===== config.mk =====
export PLATFORM = sky130hd
export DESIGN_NAME = sgt_guard_timer
export DESIGN_NICKNAME = d
export VERILOG_FILES = /design/src/rtl/sgt_pkg.sv /design/src/rtl/sgt_guard_timer.sv
export SDC_FILE = /design/constraint.sdc
export NUM_CORES = 1
export LEC_CHECK = 0
export BUFFER_PORTS_ARGS = -buffer_cell sky130_fd_sc_hd__buf_2
export CAP_MARGIN = 5
export CORE_ASPECT_RATIO = 0.7
export CORE_MARGIN = 10
export CORE_UTILIZATION = 40
export DETAILED_ROUTE_END_ITERATION = 6
export PLACE_DENSITY_LB_ADDON = 0.2
export SETUP_SLACK_MARGIN = 0.3
export SYNTH_ARGS = -nofsm -noshare
export SYNTH_HDL_FRONTEND = slang
export SYNTH_SLANG_ARGS = --single-unit
export TNS_END_PERCENT = 30

===== constraint.sdc =====
create_clock -name clk_sys -period 2.6 [get_ports clk_sys]
set_input_delay 0.52 -clock clk_sys [delete_from_list [all_inputs] [get_ports clk_sys]]
set_output_delay 0.52 -clock clk_sys [all_outputs]
set_load 0.05 [all_outputs]

===== src/rtl/sgt_pkg.sv =====
package sgt_pkg;

  // ------------------------------------------------------------
  // Register map
  // ------------------------------------------------------------
  localparam logic [7:0] SGT_CTRL_OFFSET = 8'h14; // Watchdog control
  localparam logic [7:0] SGT_MISC_OFFSET = 8'h4C; // Halt policy / misc control
  localparam logic [7:0] SGT_CTRL_RESET = 8'h7F; // Inactive, timer all ones
  localparam logic [7:0] SGT_MISC_RESET = 8'h00; // Halt resets when active

  // ------------------------------------------------------------
  // Field positions
  // ------------------------------------------------------------
  localparam int SGT_ACT_BIT = 7; // Activation bit in control
  localparam int SGT_TOP_BIT = 6; // Timer top bit in control
  localparam int SGT_HALTPOL_BIT = 7; // Halt policy bit in misc
  localparam logic [7:0] SGT_MISC_KEEP = 8'h8F; // Implemented misc bits

  // ------------------------------------------------------------
  // Timing
  // ------------------------------------------------------------
  localparam int SGT_CLK_MHZ = 100; // System clock rate
  localparam int SGT_PRESCALE = 65536; // Cycles per countdown step
  localparam int SGT_PULSE_NS = 500; // Reset pulse width
  localparam int SGT_PULSE_CYC = (SGT_PULSE_NS * SGT_CLK_MHZ + 999) / 1000; // Rounded up
  localparam int SGT_WAKE_CLKS = 514; // Restart delay after wake-up

  // Halt and wake events from the core
  typedef struct packed {
    logic haltExec; // HALT instruction executed
    logic oscStop; // Oscillator stopped in halt
    logic extWake; // External interrupt wake-up
  } sgt_lowpow_type;

endpackage

===== src/rtl/sgt_guard_timer.sv =====
// Implementation choice: the strobed register port.
`timescale 1ns/100ps
// Summary of operation
// - Count down once every 65536 cycles.
// - Active: reset when top bit clears.
// - Reset pulse lasts about 500 ns.
// - Countdown runs even when inactive.
// - Software option starts inactive after reset.
// - Activation bit cleared only by reset.
// - Write active with top clear resets.
// - Hardware option: always active, bit ignored.
// - Rollover resets only when activated.
// - Wait mode does not affect the watchdog.
// - Policy zero: halt resets when active unless suspended.
// - Policy one: halt enters halt, no reset.
// - No halt reset during USB suspend.
// - Oscillator stopped: freeze count, no resets.
// - Resume counting 514 clocks after wake.
// - Reset loads control with 7Fh.

// Integration notes
// - The pulse length is counted in system clocks; a different
//   clock rate needs a new cycle count in the package.
// - The block's own reset ends a pulse in flight, so the pin
//   must not feed rst_n without stretching it first.
// - While frozen or waking, writes reload the countdown but
//   cannot start a software reset.
// - The hardware option also lets a write with the top bit
//   clear start a software reset.
// - Prescaler width is fixed at 16 bits; a larger step count
//   would need a wider counter.
module sgt_guard_timer
  import sgt_pkg::*;
#(
  parameter int PRESCALE = SGT_PRESCALE, // Cycles per step
  parameter int WAKE_CLKS = SGT_WAKE_CLKS // Wake restart delay
) (
  input wire logic clk_sys,
  input wire logic rst_n,
  input wire logic [7:0] regAddr,
  input wire logic [7:0] regWdata,
  input wire logic regWrite,
  input wire logic regRead,
  output logic [7:0] regRdata,
  input wire logic hwWatchdogOpt,
  input wire logic usbSuspend,
  input wire logic waitMode,
  input wire sgt_lowpow_type lowPow,
  output logic resetPinOut_n,
  output logic guardActive
);

  // ------------------------------------------------------------
  // State
  // ------------------------------------------------------------
  typedef enum {SGT_RUN, SGT_FROZEN, SGT_WAKING} sgt_state_type;

  sgt_state_type state_r; // Low-power sequencer
  logic actBit_r; // Activation bit
  logic [6:0] timer_r; // Countdown value
  logic [7:0] misc_r; // Halt policy and misc bits
  logic [15:0] prescale_r; // Prescaler counter
  logic [9:0] wakeCnt_r; // Wake delay counter
  logic [7:0] pulseCnt_r; // Reset pulse counter
  logic [7:0] lowLen_r; // Low cycles of the pin, checks only
  logic [7:0] regRdata_r; // Read data register
  logic ctrlWr; // Control register write
  logic stepTick; // Countdown step
  logic counting; // Running: neither frozen nor waking
  logic rollover; // 40h to 3Fh transition
  logic haltReset; // HALT caused reset
  logic fire; // Start a reset pulse

  // Wait mode changes nothing here; only a check reads it
  assign ctrlWr = regWrite && (regAddr == SGT_CTRL_OFFSET);
  assign counting = (state_r == SGT_RUN);
  assign guardActive = hwWatchdogOpt || actBit_r;
  assign stepTick = counting && (prescale_r == 16'(PRESCALE - 1));
  assign rollover = stepTick && (timer_r == 7'h40) && !ctrlWr;

  // Halt reset only under policy zero and no suspend
  assign haltReset = lowPow.haltExec && guardActive && !misc_r[SGT_HALTPOL_BIT]
                     && !usbSuspend;

  // Rollover only fires when activated; frozen or waking state blocks rollover and write resets
  always_comb begin
    fire = 1'b0;
    if (counting && guardActive && rollover) begin
      fire = 1'b1;
    end
    if (counting && ctrlWr && (regWdata[SGT_ACT_BIT] || hwWatchdogOpt)
        && !regWdata[SGT_TOP_BIT]) begin
      fire = 1'b1;
    end
    if (haltReset) begin
      fire = 1'b1;
    end
  end

  // ------------------------------------------------------------
  // Prescaler
  // ------------------------------------------------------------
  // Cleared on a write so the next step is a full period
  always_ff @(posedge clk_sys) begin
    if (!rst_n) begin
      prescale_r <= 16'h0000;
    end else if (ctrlWr) begin
      prescale_r <= 16'h0000;
    end else if (stepTick) begin
      prescale_r <= 16'h0000;
    end else if (counting) begin
      prescale_r <= prescale_r + 16'h0001;
    end
  end

  // ------------------------------------------------------------
  // Countdown and activation
  // ------------------------------------------------------------
  // Free-running; keeps wrapping through 00h when inactive
  always_ff @(posedge clk_sys) begin
    if (!rst_n) begin
      timer_r <= SGT_CTRL_RESET[6:0];
    end else if (ctrlWr) begin
      timer_r <= regWdata[6:0];
    end else if (stepTick) begin
      timer_r <= timer_r - 7'h01;
    end
  end

  // Sticky once set; only reset clears it
  always_ff @(posedge clk_sys) begin
    if (!rst_n) begin
      actBit_r <= SGT_CTRL_RESET[SGT_ACT_BIT];
    end else if (ctrlWr && regWdata[SGT_ACT_BIT]) begin
      actBit_r <= 1'b1;
    end
  end

  // Misc register keeps only implemented bits
  always_ff @(posedge clk_sys) begin
    if (!rst_n) begin
      misc_r <= SGT_MISC_RESET;
    end else if (regWrite && (regAddr == SGT_MISC_OFFSET)) begin
      misc_r <= regWdata & SGT_MISC_KEEP;
    end
  end

  // ------------------------------------------------------------
  // Low-power sequencer
  // ------------------------------------------------------------
  // Halt with stopped oscillator freezes; wake waits out a delay
  always_ff @(posedge clk_sys) begin
    if (!rst_n) begin
      state_r <= SGT_RUN;
      wakeCnt_r <= 10'h000;
    end else begin
      case (state_r)
        SGT_RUN: begin
          if (lowPow.haltExec && !haltReset && lowPow.oscStop) begin
            state_r <= SGT_FROZEN;
          end
        end
        SGT_FROZEN: begin
          if (lowPow.extWake) begin
            state_r <= SGT_WAKING;
            wakeCnt_r <= 10'h000;
          end
        end
        SGT_WAKING: begin
          if (wakeCnt_r == 10'(WAKE_CLKS - 1)) begin
            state_r <= SGT_RUN;
          end else begin
            wakeCnt_r <= wakeCnt_r + 10'h001;
          end
        end
        default: begin
          state_r <= SGT_RUN;
        end
      endcase
    end
  end

  // ------------------------------------------------------------
  // Reset pulse
  // ------------------------------------------------------------
  // The block's own reset ends a pulse in flight; nothing here
  // loops the pin back to rst_n
  always_ff @(posedge clk_sys) begin
    if (!rst_n) begin
      pulseCnt_r <= 8'h00;
    end else if (fire && (pulseCnt_r == 8'h00)) begin
      pulseCnt_r <= 8'(SGT_PULSE_CYC);
    end else if (pulseCnt_r != 8'h00) begin
      pulseCnt_r <= pulseCnt_r - 8'h01;
    end
  end

  assign resetPinOut_n = (pulseCnt_r == 8'h00);

  // ------------------------------------------------------------
  // Pulse length monitor
  // ------------------------------------------------------------
  // Counts low cycles of the pin for the width checks only;
  // a counter is used because the width is too long to spell
  // out as a repetition
  always_ff @(posedge clk_sys) begin
    if (!rst_n) begin
      lowLen_r <= 8'h00;
    end else if (!resetPinOut_n) begin
      lowLen_r <= lowLen_r + 8'h01;
    end else begin
      lowLen_r <= 8'h00;
    end
  end

  // ------------------------------------------------------------
  // Read port
  // ------------------------------------------------------------
  // Unmapped addresses read as zero
  always_ff @(posedge clk_sys) begin
    if (!rst_n) begin
      regRdata_r <= 8'h00;
    end else if (regRead && (regAddr == SGT_CTRL_OFFSET)) begin
      regRdata_r <= {actBit_r, timer_r};
    end else if (regRead && (regAddr == SGT_MISC_OFFSET)) begin
      regRdata_r <= misc_r;
    end else begin
      regRdata_r <= 8'h00;
    end
  end

  assign regRdata = regRdata_r;

  // ------------------------------------------------------------
  // Checks
  // ------------------------------------------------------------
  // Each step follows a full prescaler run; a frozen spell can
  // hold the prescaler at its end, so only steps after a
  // counting cycle are judged
  step_period_a: assert property (@(posedge clk_sys) disable iff (!rst_n)
    (stepTick && $past(counting)) |-> $past(prescale_r) == 16'(PRESCALE - 2))
    else $error("Countdown step not at prescaler end");

  // Armed rollover pulls the pin on the next cycle
  rollover_fires_a: assert property (@(posedge clk_sys) disable iff (!rst_n)
    (rollover && guardActive && pulseCnt_r == 8'h00) |=> !resetPinOut_n)
    else $error("Rollover did not pull reset low");

  // Pulse ends after exactly its count of low cycles
  pulse_width_a: assert property (@(posedge clk_sys) disable iff (!rst_n)
    $rose(resetPinOut_n) |-> lowLen_r == 8'(SGT_PULSE_CYC))
    else $error("Reset pulse width wrong");

  // Pulse never outlasts its count
  pulse_bound_a: assert property (@(posedge clk_sys) disable iff (!rst_n)
    lowLen_r <= 8'(SGT_PULSE_CYC))
    else $error("Reset pulse too long");

  // Countdown steps whatever the activation state
  free_running_a: assert property (@(posedge clk_sys) disable iff (!rst_n)
    (stepTick && !ctrlWr) |=> timer_r == $past(timer_r) - 7'h01)
    else $error("Countdown did not step");

  // Activation comes only from a software write
  act_write_a: assert property (@(posedge clk_sys) disable iff (!rst_n)
    (!actBit_r && !(ctrlWr && regWdata[SGT_ACT_BIT])) |=> !actBit_r)
    else $error("Activation bit set without a write");

  // Activation survives every write
  act_sticky_a: assert property (@(posedge clk_sys) disable iff (!rst_n)
    actBit_r |=> actBit_r)
    else $error("Activation bit cleared without reset");

  // Write with top bit clear resets at once
  soft_reset_a: assert property (@(posedge clk_sys) disable iff (!rst_n)
    (counting && ctrlWr && regWdata[SGT_ACT_BIT] && !regWdata[SGT_TOP_BIT] && pulseCnt_r == 8'h00)
    |=> !resetPinOut_n)
    else $error("Software reset not issued");

  // Hardware option keeps the guard armed
  hw_armed_a: assert property (@(posedge clk_sys) disable iff (!rst_n)
    hwWatchdogOpt |-> guardActive)
    else $error("Hardware option left guard inactive");

  // Disarmed guard never pulls the pin
  inactive_quiet_a: assert property (@(posedge clk_sys) disable iff (!rst_n)
    (!guardActive && !ctrlWr && resetPinOut_n) |=> resetPinOut_n)
    else $error("Reset while inactive");

  // Wait mode leaves the countdown stepping
  wait_neutral_a: assert property (@(posedge clk_sys) disable iff (!rst_n)
    (waitMode && stepTick && !ctrlWr) |=> timer_r == $past(timer_r) - 7'h01)
    else $error("Wait mode disturbed the countdown");

  // Halt under policy one or suspend keeps the pin high
  halt_policy_a: assert property (@(posedge clk_sys) disable iff (!rst_n)
    (lowPow.haltExec && (misc_r[SGT_HALTPOL_BIT] || usbSuspend) && !ctrlWr && !rollover && resetPinOut_n)
    |=> resetPinOut_n)
    else $error("Halt reset despite policy or suspend");

  // Halt under policy zero resets an armed guard
  halt_reset_a: assert property (@(posedge clk_sys) disable iff (!rst_n)
    (lowPow.haltExec && guardActive && !misc_r[SGT_HALTPOL_BIT] && !usbSuspend && pulseCnt_r == 8'h00)
    |=> !resetPinOut_n)
    else $error("Halt reset missing");

  // Countdown holds while the oscillator is stopped
  frozen_hold_a: assert property (@(posedge clk_sys) disable iff (!rst_n)
    (state_r == SGT_FROZEN && !ctrlWr) |=> timer_r == $past(timer_r))
    else $error("Countdown moved while frozen");

  // No rollover or write reset while not counting
  frozen_quiet_a: assert property (@(posedge clk_sys) disable iff (!rst_n)
    (!counting && pulseCnt_r == 8'h00 && !haltReset) |=> resetPinOut_n)
    else $error("Reset while frozen or waking");

  // Counting stays off early in the wake delay
  wake_delay_a: assert property (@(posedge clk_sys) disable iff (!rst_n)
    (state_r == SGT_FROZEN && lowPow.extWake) |=> !counting [*8])
    else $error("Counting resumed too early");

  // Wake delay starts from zero
  wake_start_a: assert property (@(posedge clk_sys) disable iff (!rst_n)
    (state_r == SGT_FROZEN && lowPow.extWake) |=> (state_r == SGT_WAKING && wakeCnt_r == 10'h000))
    else $error("Wake delay did not start");

  // Wake delay holds until its last count
  wake_hold_a: assert property (@(posedge clk_sys) disable iff (!rst_n)
    (state_r == SGT_WAKING && wakeCnt_r != 10'(WAKE_CLKS - 1)) |=> !counting)
    else $error("Wake delay cut short");

  // Counting resumes right after the last count
  wake_exit_a: assert property (@(posedge clk_sys) disable iff (!rst_n)
    (state_r == SGT_WAKING && wakeCnt_r == 10'(WAKE_CLKS - 1)) |=> counting)
    else $error("Wake delay overran");

  // Write reloads countdown and restarts prescaler
  write_reload_a: assert property (@(posedge clk_sys) disable iff (!rst_n)
    ctrlWr |=> (prescale_r == 16'h0000) && (timer_r == $past(regWdata[6:0])))
    else $error("Write did not reload the countdown");

  // Read data is zero outside the answer cycle
  read_idle_a: assert property (@(posedge clk_sys) disable iff (!rst_n)
    !$past(regRead) |-> regRdata == 8'h00)
    else $error("Read data not idle");

endmodule


==> results of run 1 <==
[final cells by class]
| class | instances | area (sq um) | share of cell area [%] |
|---|---|---|---|
| well taps | 94 | 118 | 3.45 |
| clock inverters | 2 | 10.0 | 0.294 |
| flip-flops and latches | 57 | 1140 | 33.5 |
| clock buffers | 14 | 183 | 5.36 |
| repair buffers | 43 | 244 | 7.16 |
| multi-input cells | 252 | 1650 | 48.4 |
| inverters | 17 | 63.8 | 1.87 |
[flip-flops by register name (all words and copies together), names as in the netlist]
signal	count
wakeCnt_r	10
regRdata	8
timer_r	7
prescale_r	16
pulseCnt_r	8
state_r	2
misc_r	5
actBit_r	1
[repair_timing]
item | 4_1_cts | 5_1_grt
setup endpoints to repair | 1 | 1
buffers inserted | 0 | 0
resized for setup | 3 | 4
[worst max-delay path, cell delays in order, from the launching register on]
cell     delay (ps)
dfxtp_1         340
inv_1           110
ha_2            220
nor3b_4         280
nand2_2         100
inv_2           100
buf_6           150
[power groups by stage]
stage                     Combinational, mW  Sequential (mW)  Clock [mW]
after floorplan                       0.378             1.00           0
after global placement                0.464             1.02           0
after detailed placement              0.470             1.02           0
after CTS                             0.497             1.01       0.815
after global routing                  0.584             1.03       0.854
final                                 0.522             1.01       0.785
[cell families after synthesis]
logic type / count (synthesis) / synth area share, %
and+or+nand+nor: 163 / 31.8
muxes: 8 / 2.86
xor gates and xnor gates: 17 / 5.15
buffers and inverters: 27 / 4.07
AOI/OAI and AO/OA: 57 / 13.7
adders and majority gates: 7 / 3.03
DFF: 57 / 39.5
[worst max path at each step]
stage                     slack (ps)     startpoint             to  cells after the start
final                            430  pulseCnt_r[0]  resetPinOut_n                      6
after global routing             310  pulseCnt_r[2]  resetPinOut_n                      4
after CTS                        360  pulseCnt_r[0]  resetPinOut_n                      6
after detailed placement         380     regAddr[1]  pulseCnt_r[1]                      6
after global placement           430     regAddr[1]  pulseCnt_r[1]                      6
after floorplan                  730  pulseCnt_r[0]  resetPinOut_n                      5
[per-layer routing]
layer  part of all wire (%)  wire, um  global-route usage, %  vias to the layer above
met2                     42      2900                   18.5                       55
li1                       -         -                      -                     1319
met1                     50      3430                   16.9                     1212
met5                      0         0                      0                        -
met4                   0.97        66                   3.27                        0
met3                    6.2       423                   5.38                        8
[placed cells by master (no fill, tap or decap), types with 4 or more instances in the layout]
master	count
nand2_1	22
inv_1	16
xor2_1	7
nor3_1	22
nand3_1	9
and3_1	7
a21oi_1	11
nor2_1	39
a2111oi_0	4
or3_1	7
and2_1	4
a22o_1	5
ha_1	6
clkbuf_8	13
buf_2	33
mux2i_1	6
nand4_1	7
and4_1	4
o21ai_0	13
a31oi_1	5
or4_1	4
xnor2_1	10
nor4_1	12
buf_4	9
dfxtp_1	57
[through the flow]
stage / worst slack, ps / cell area, sq um / hold WS, ps
floorplan: 725 / 2890 / 442
global placement: 429 / 3190 / 460
detailed placement: 377 / 3190 / 457
CTS: 357 / 3400 / 402
global route: 309 / 3410 / 418
finish: 433 / 3410 / 416
==> impl_metrics.ini, run 1 <==
[sta]
finalSetupViolCount = 0
finalMaxSlewViolations = 0
worstMarginPinSlew_ps = 594
max_freq_ghz = 0.462
fin_crit_ps = 2170
clock-skew-final_ps = 6.53
hold_viol = 0
finalSetupTns_ps = 0
rsz0062_at_grt = no
finalCritPeriodShare_pct = 83.3
relSlewSlack_pct = 60.0

[logic_synthesis]
synthFlopType = dfxtp_1
synthArstFlopShare_pct = 0
synthesis.nets = 369
synth_top_area_share_pct = 39.5
netlist_instances = 336
synth.most_common_cell = dfxtp_1
yosysWarnings = 0
synth_cell_types = 55
synth_area_leaders = dfxtp_1 (39%), nor2_1 (5.1%), nor3_1 (3.8%)
ys_seq_area_share_pct = 39.5
synth_area_leader_cell = dfxtp_1
synth-seq-cells = 57
netlist_area_sq_um = 2890
synth_area_per_cell_sq_um = 8.61
synth_edf_count = 0
synth_commonest_cells = dfxtp_1 (57), nor2_1 (39), nand2_1 (23)

[worst_setup_path]
r2r-end = prescale_r[11]
reg2reg_from = prescale_r[0]
crit_fanout = 5
worst-r2r-setup-slack_ps = 520
critical_path_class = reg2out
crit_path_start_kind = flip-flop
r2r_cells = 6
cp_data_arrival_time_ps = 1650
required_ps = 2080
cp-end-kind = output pin

[min_path]
hold_path_class = in2reg
hold_end = timer_r[1]
holdPathStages = 3
min_from = regWdata[1]

[global_routing]
grt_max_degree = 18
gr-total-overflow = 0
grt_pass1_vias = 2483
grt_pass1_wl_um = 11700
antenna_found_initial = 0
grtUsageTotal_pct = 12.8

[placement]
place_inst = 463
io_buffer_count = 34
hpwl_um = 5040
place.gp.congestion = 0.887

[power_and_ir_drop]
combPwrFrac_pct = 22.5
ir_drop_mv = 0.644
switching_share_pct = 30.1
fin_total_pwr_mw = 2.32
power_density_nw_per_um2 = 680
seqPwrFrac_pct = 43.7
power_leakage_nw = 1.28
p_int_mw = 1.62
p_clk_share_pct = 33.8
p_switching_mw = 0.697

[routing]
vias = 2594
wl_um = 6820
first_iter_violations = 124
viasPerCell = 5.42
drtAntennaViolNets = 0
dr.pass1.iters = 4
wl_per_cell_um = 14.2
drc = 0

[layout]
drive_gt1_share_pct = 19.0
finalNetCount = 413
fin_util_pct = 49.5
syn_to_final_growth_pct = 17.9
stdcell_count = 479
fill_cells = 689
antennaDiodeCount = 0

[clock_network]
ctsHoldBuffers = 0
clkSlewWorstSetupHoldPaths_ps = 70
htreeDepth = 3
tritoncts = done
cts_buffer_depth = 2
cts_made_buffers = 9
insertion_delay_ps = 330
cts-root-buf = clkbuf_8
cts_sinks = 57

[floorplanning]
die_h_um = 91.1
design.die.area_sq_um = 11100
ioPinCount = 36
rows = 25
start_util_pct = 42.0
core_sq_um = 6880
die_w_um = 122

[outcome]
status = completed

[job]
drv_cap = 0
Power figures use the tool's default switching activity.
==> run 2: changes to the inputs <==
==> constraint.sdc (replaced) <==
create_clock -name clk_sys -period 1.8 [get_ports clk_sys]
set_input_delay 0.36 -clock clk_sys [delete_from_list [all_inputs] [get_ports clk_sys]]
set_output_delay 0.36 -clock clk_sys [all_outputs]
set_load 0.05 [all_outputs]
==> impl_metrics.ini, run 2 (same netlist as run 1, synthesis figures left out) <==
[routing]
drtAntennaViolNets = 0
dr.pass1.iters = 4
drc = 0
vias = 2800
wl_per_cell_um = 15.4
first_iter_violations = 135
viasPerCell = 5.35
wl_um = 8050

[worst_setup_path]
cp_top_family = flip-flops
cp_data_arrival_time_ps = 1410
max_stage_delay_ps = 340
critical_path_class = reg2out
cp-end-kind = output pin
worstPathCellList = inv_4 -> ha_4 -> nor3b_4 -> nand2_2 -> clkinvlp_4 -> buf_8
critPathBufInv = 3
crit_path_start_kind = flip-flop
crit_fanout = 3
required_ps = 1440
crit_slowest_cell = dfxtp_2

[layout]
largest_register_ffs = 16
finalNetCount = 457
fill_cells = 606
syn_to_final_growth_pct = 43.7
antennaDiodeCount = 0
largest_register = prescale_r
drive_gt1_share_pct = 42.2
layout_common_cells = buf_4 (45), dfxtp_1 (40), buf_2 (32), nor2_1 (31), nand2_1 (21)
reg_top3 = prescale_r: 16 flops, wakeCnt_r: 10 flops
final_area_sq_um = 4150
mostFrequentLayoutCell = buf_4

[clock_network]
tritoncts = done
clkSlewWorstSetupHoldPaths_ps = 60
htreeDepth = 3
insertion_delay_ps = 330
cts_made_buffers = 9
cts_buffer_depth = 2
cts_sinks = 57
cts-root-buf = clkbuf_8

[min_path]
hold_path_class = in2reg

[floorplanning]
core_sq_um = 6880
ioPinCount = 36
rows = 25
die_w_um = 122
design.die.area_sq_um = 11100
die_h_um = 91.1
start_util_pct = 42.0

[sta]
max_freq_ghz = 0.566
finalCritPeriodShare_pct = 98.2
fin_crit_ps = 1770
finalSetupViolCount = 0
hold_ws_ps = 263
worstMarginPinSlew_ps = 512
finalMaxSlewViolations = 0
relSlewSlack_pct = 65.0
rsz0062_at_grt = yes
hold_viol = 0
clock-skew-final_ps = 6.68

[power_and_ir_drop]
power_leakage_nw = 1.59
power_density_nw_per_um2 = 911
ir_drop_mv = 1.06

[global_routing]
grt_pass1_wl_um = 12800
gr-total-overflow = 0
antenna_found_initial = 0
grtUsageTotal_pct = 13.9
grt_max_degree = 16
grt_pass1_vias = 2733

[placement]
io_buffer_count = 34
place_area_sq_um = 3450
place.gp.congestion = 0.891
hpwl_um = 5430

[job]
drv_cap = 0

[outcome]
status = completed
==> run 2: final cells by class <==
| class | instances | area [sq um] | share of cell area, % |
|---|---|---|---|
| Clock buffer | 13 | 149 | 3.58 |
| Clock inverter | 3 | 40.0 | 0.964 |
| Inverter | 17 | 72.6 | 1.75 |
| Multi-Input combinational cell | 252 | 2000 | 48.0 |
| Sequential cell | 57 | 1160 | 28.0 |
| Tap cell | 94 | 118 | 2.83 |
| Timing Repair Buffer | 87 | 614 | 14.8 |
==> run 2: metrics by stage <==
stage	setup slack (ps)	cells	util, %	setup TNS (ps)	total power [mW]
finish	32.7	523	60.4	0	3.78
global route	-49.8	523	60.4	-107	3.99
CTS	18.3	517	55.4	0	3.67
detailed placement	-33.8	493	50.2	-62.1	2.28
global placement	-28.5	493	50.2	-51.5	2.26
floorplan	103	336	-	0	2.02
==> run 2: worst register-to-register path: cells and delay by family (launching register included) <==
kind	cells	cell delay, ps
buf+inv	1	190
simple gates	2	650
flops	1	350
fa+ha+maj	1	150
compound gates	2	290
==> run 2: routing by layer <==
metal	up-vias	GRT usage [%]	routed length (um)
met5	-	0	0
met4	0	3.96	64
met3	5	5.32	425
met2	54	21.2	3820
met1	1327	17.9	3730
li1	1414	-	-
==> run 2: path summary, 6_finish.rpt <==
check	start	endpoint	slack (ps)	cells past startpoint
max	pulseCnt_r[1]	resetPinOut_n	30	6
min	regWdata[1]	timer_r[1]	260	3
max reg2reg	prescale_r[1]	prescale_r[11]	40	6
min reg2reg	misc_r[1]	regRdata[1]	480	1
==> run 2: timing repair <==
action | CTS | global route
gates cloned | 0 | 0
hold buffers | 0 | 0
gates resized for setup | 27 | 78
pin swaps | 8 | 39
setup buffers | 8 | 6
endpoints found under the setup margin | 36 | 48
==> run 2: where the power goes <==
group / internal (mW) / leakage (nW) / total, mW / switching (mW)
combinational: 0.608 / 1.02 / 1.14 / 0.535
clock: 0.674 / 0.0974 / 1.16 / 0.491
sequential: 1.35 / 0.467 / 1.48 / 0.122
total: 2.64 / 1.59 / 3.78 / 1.15
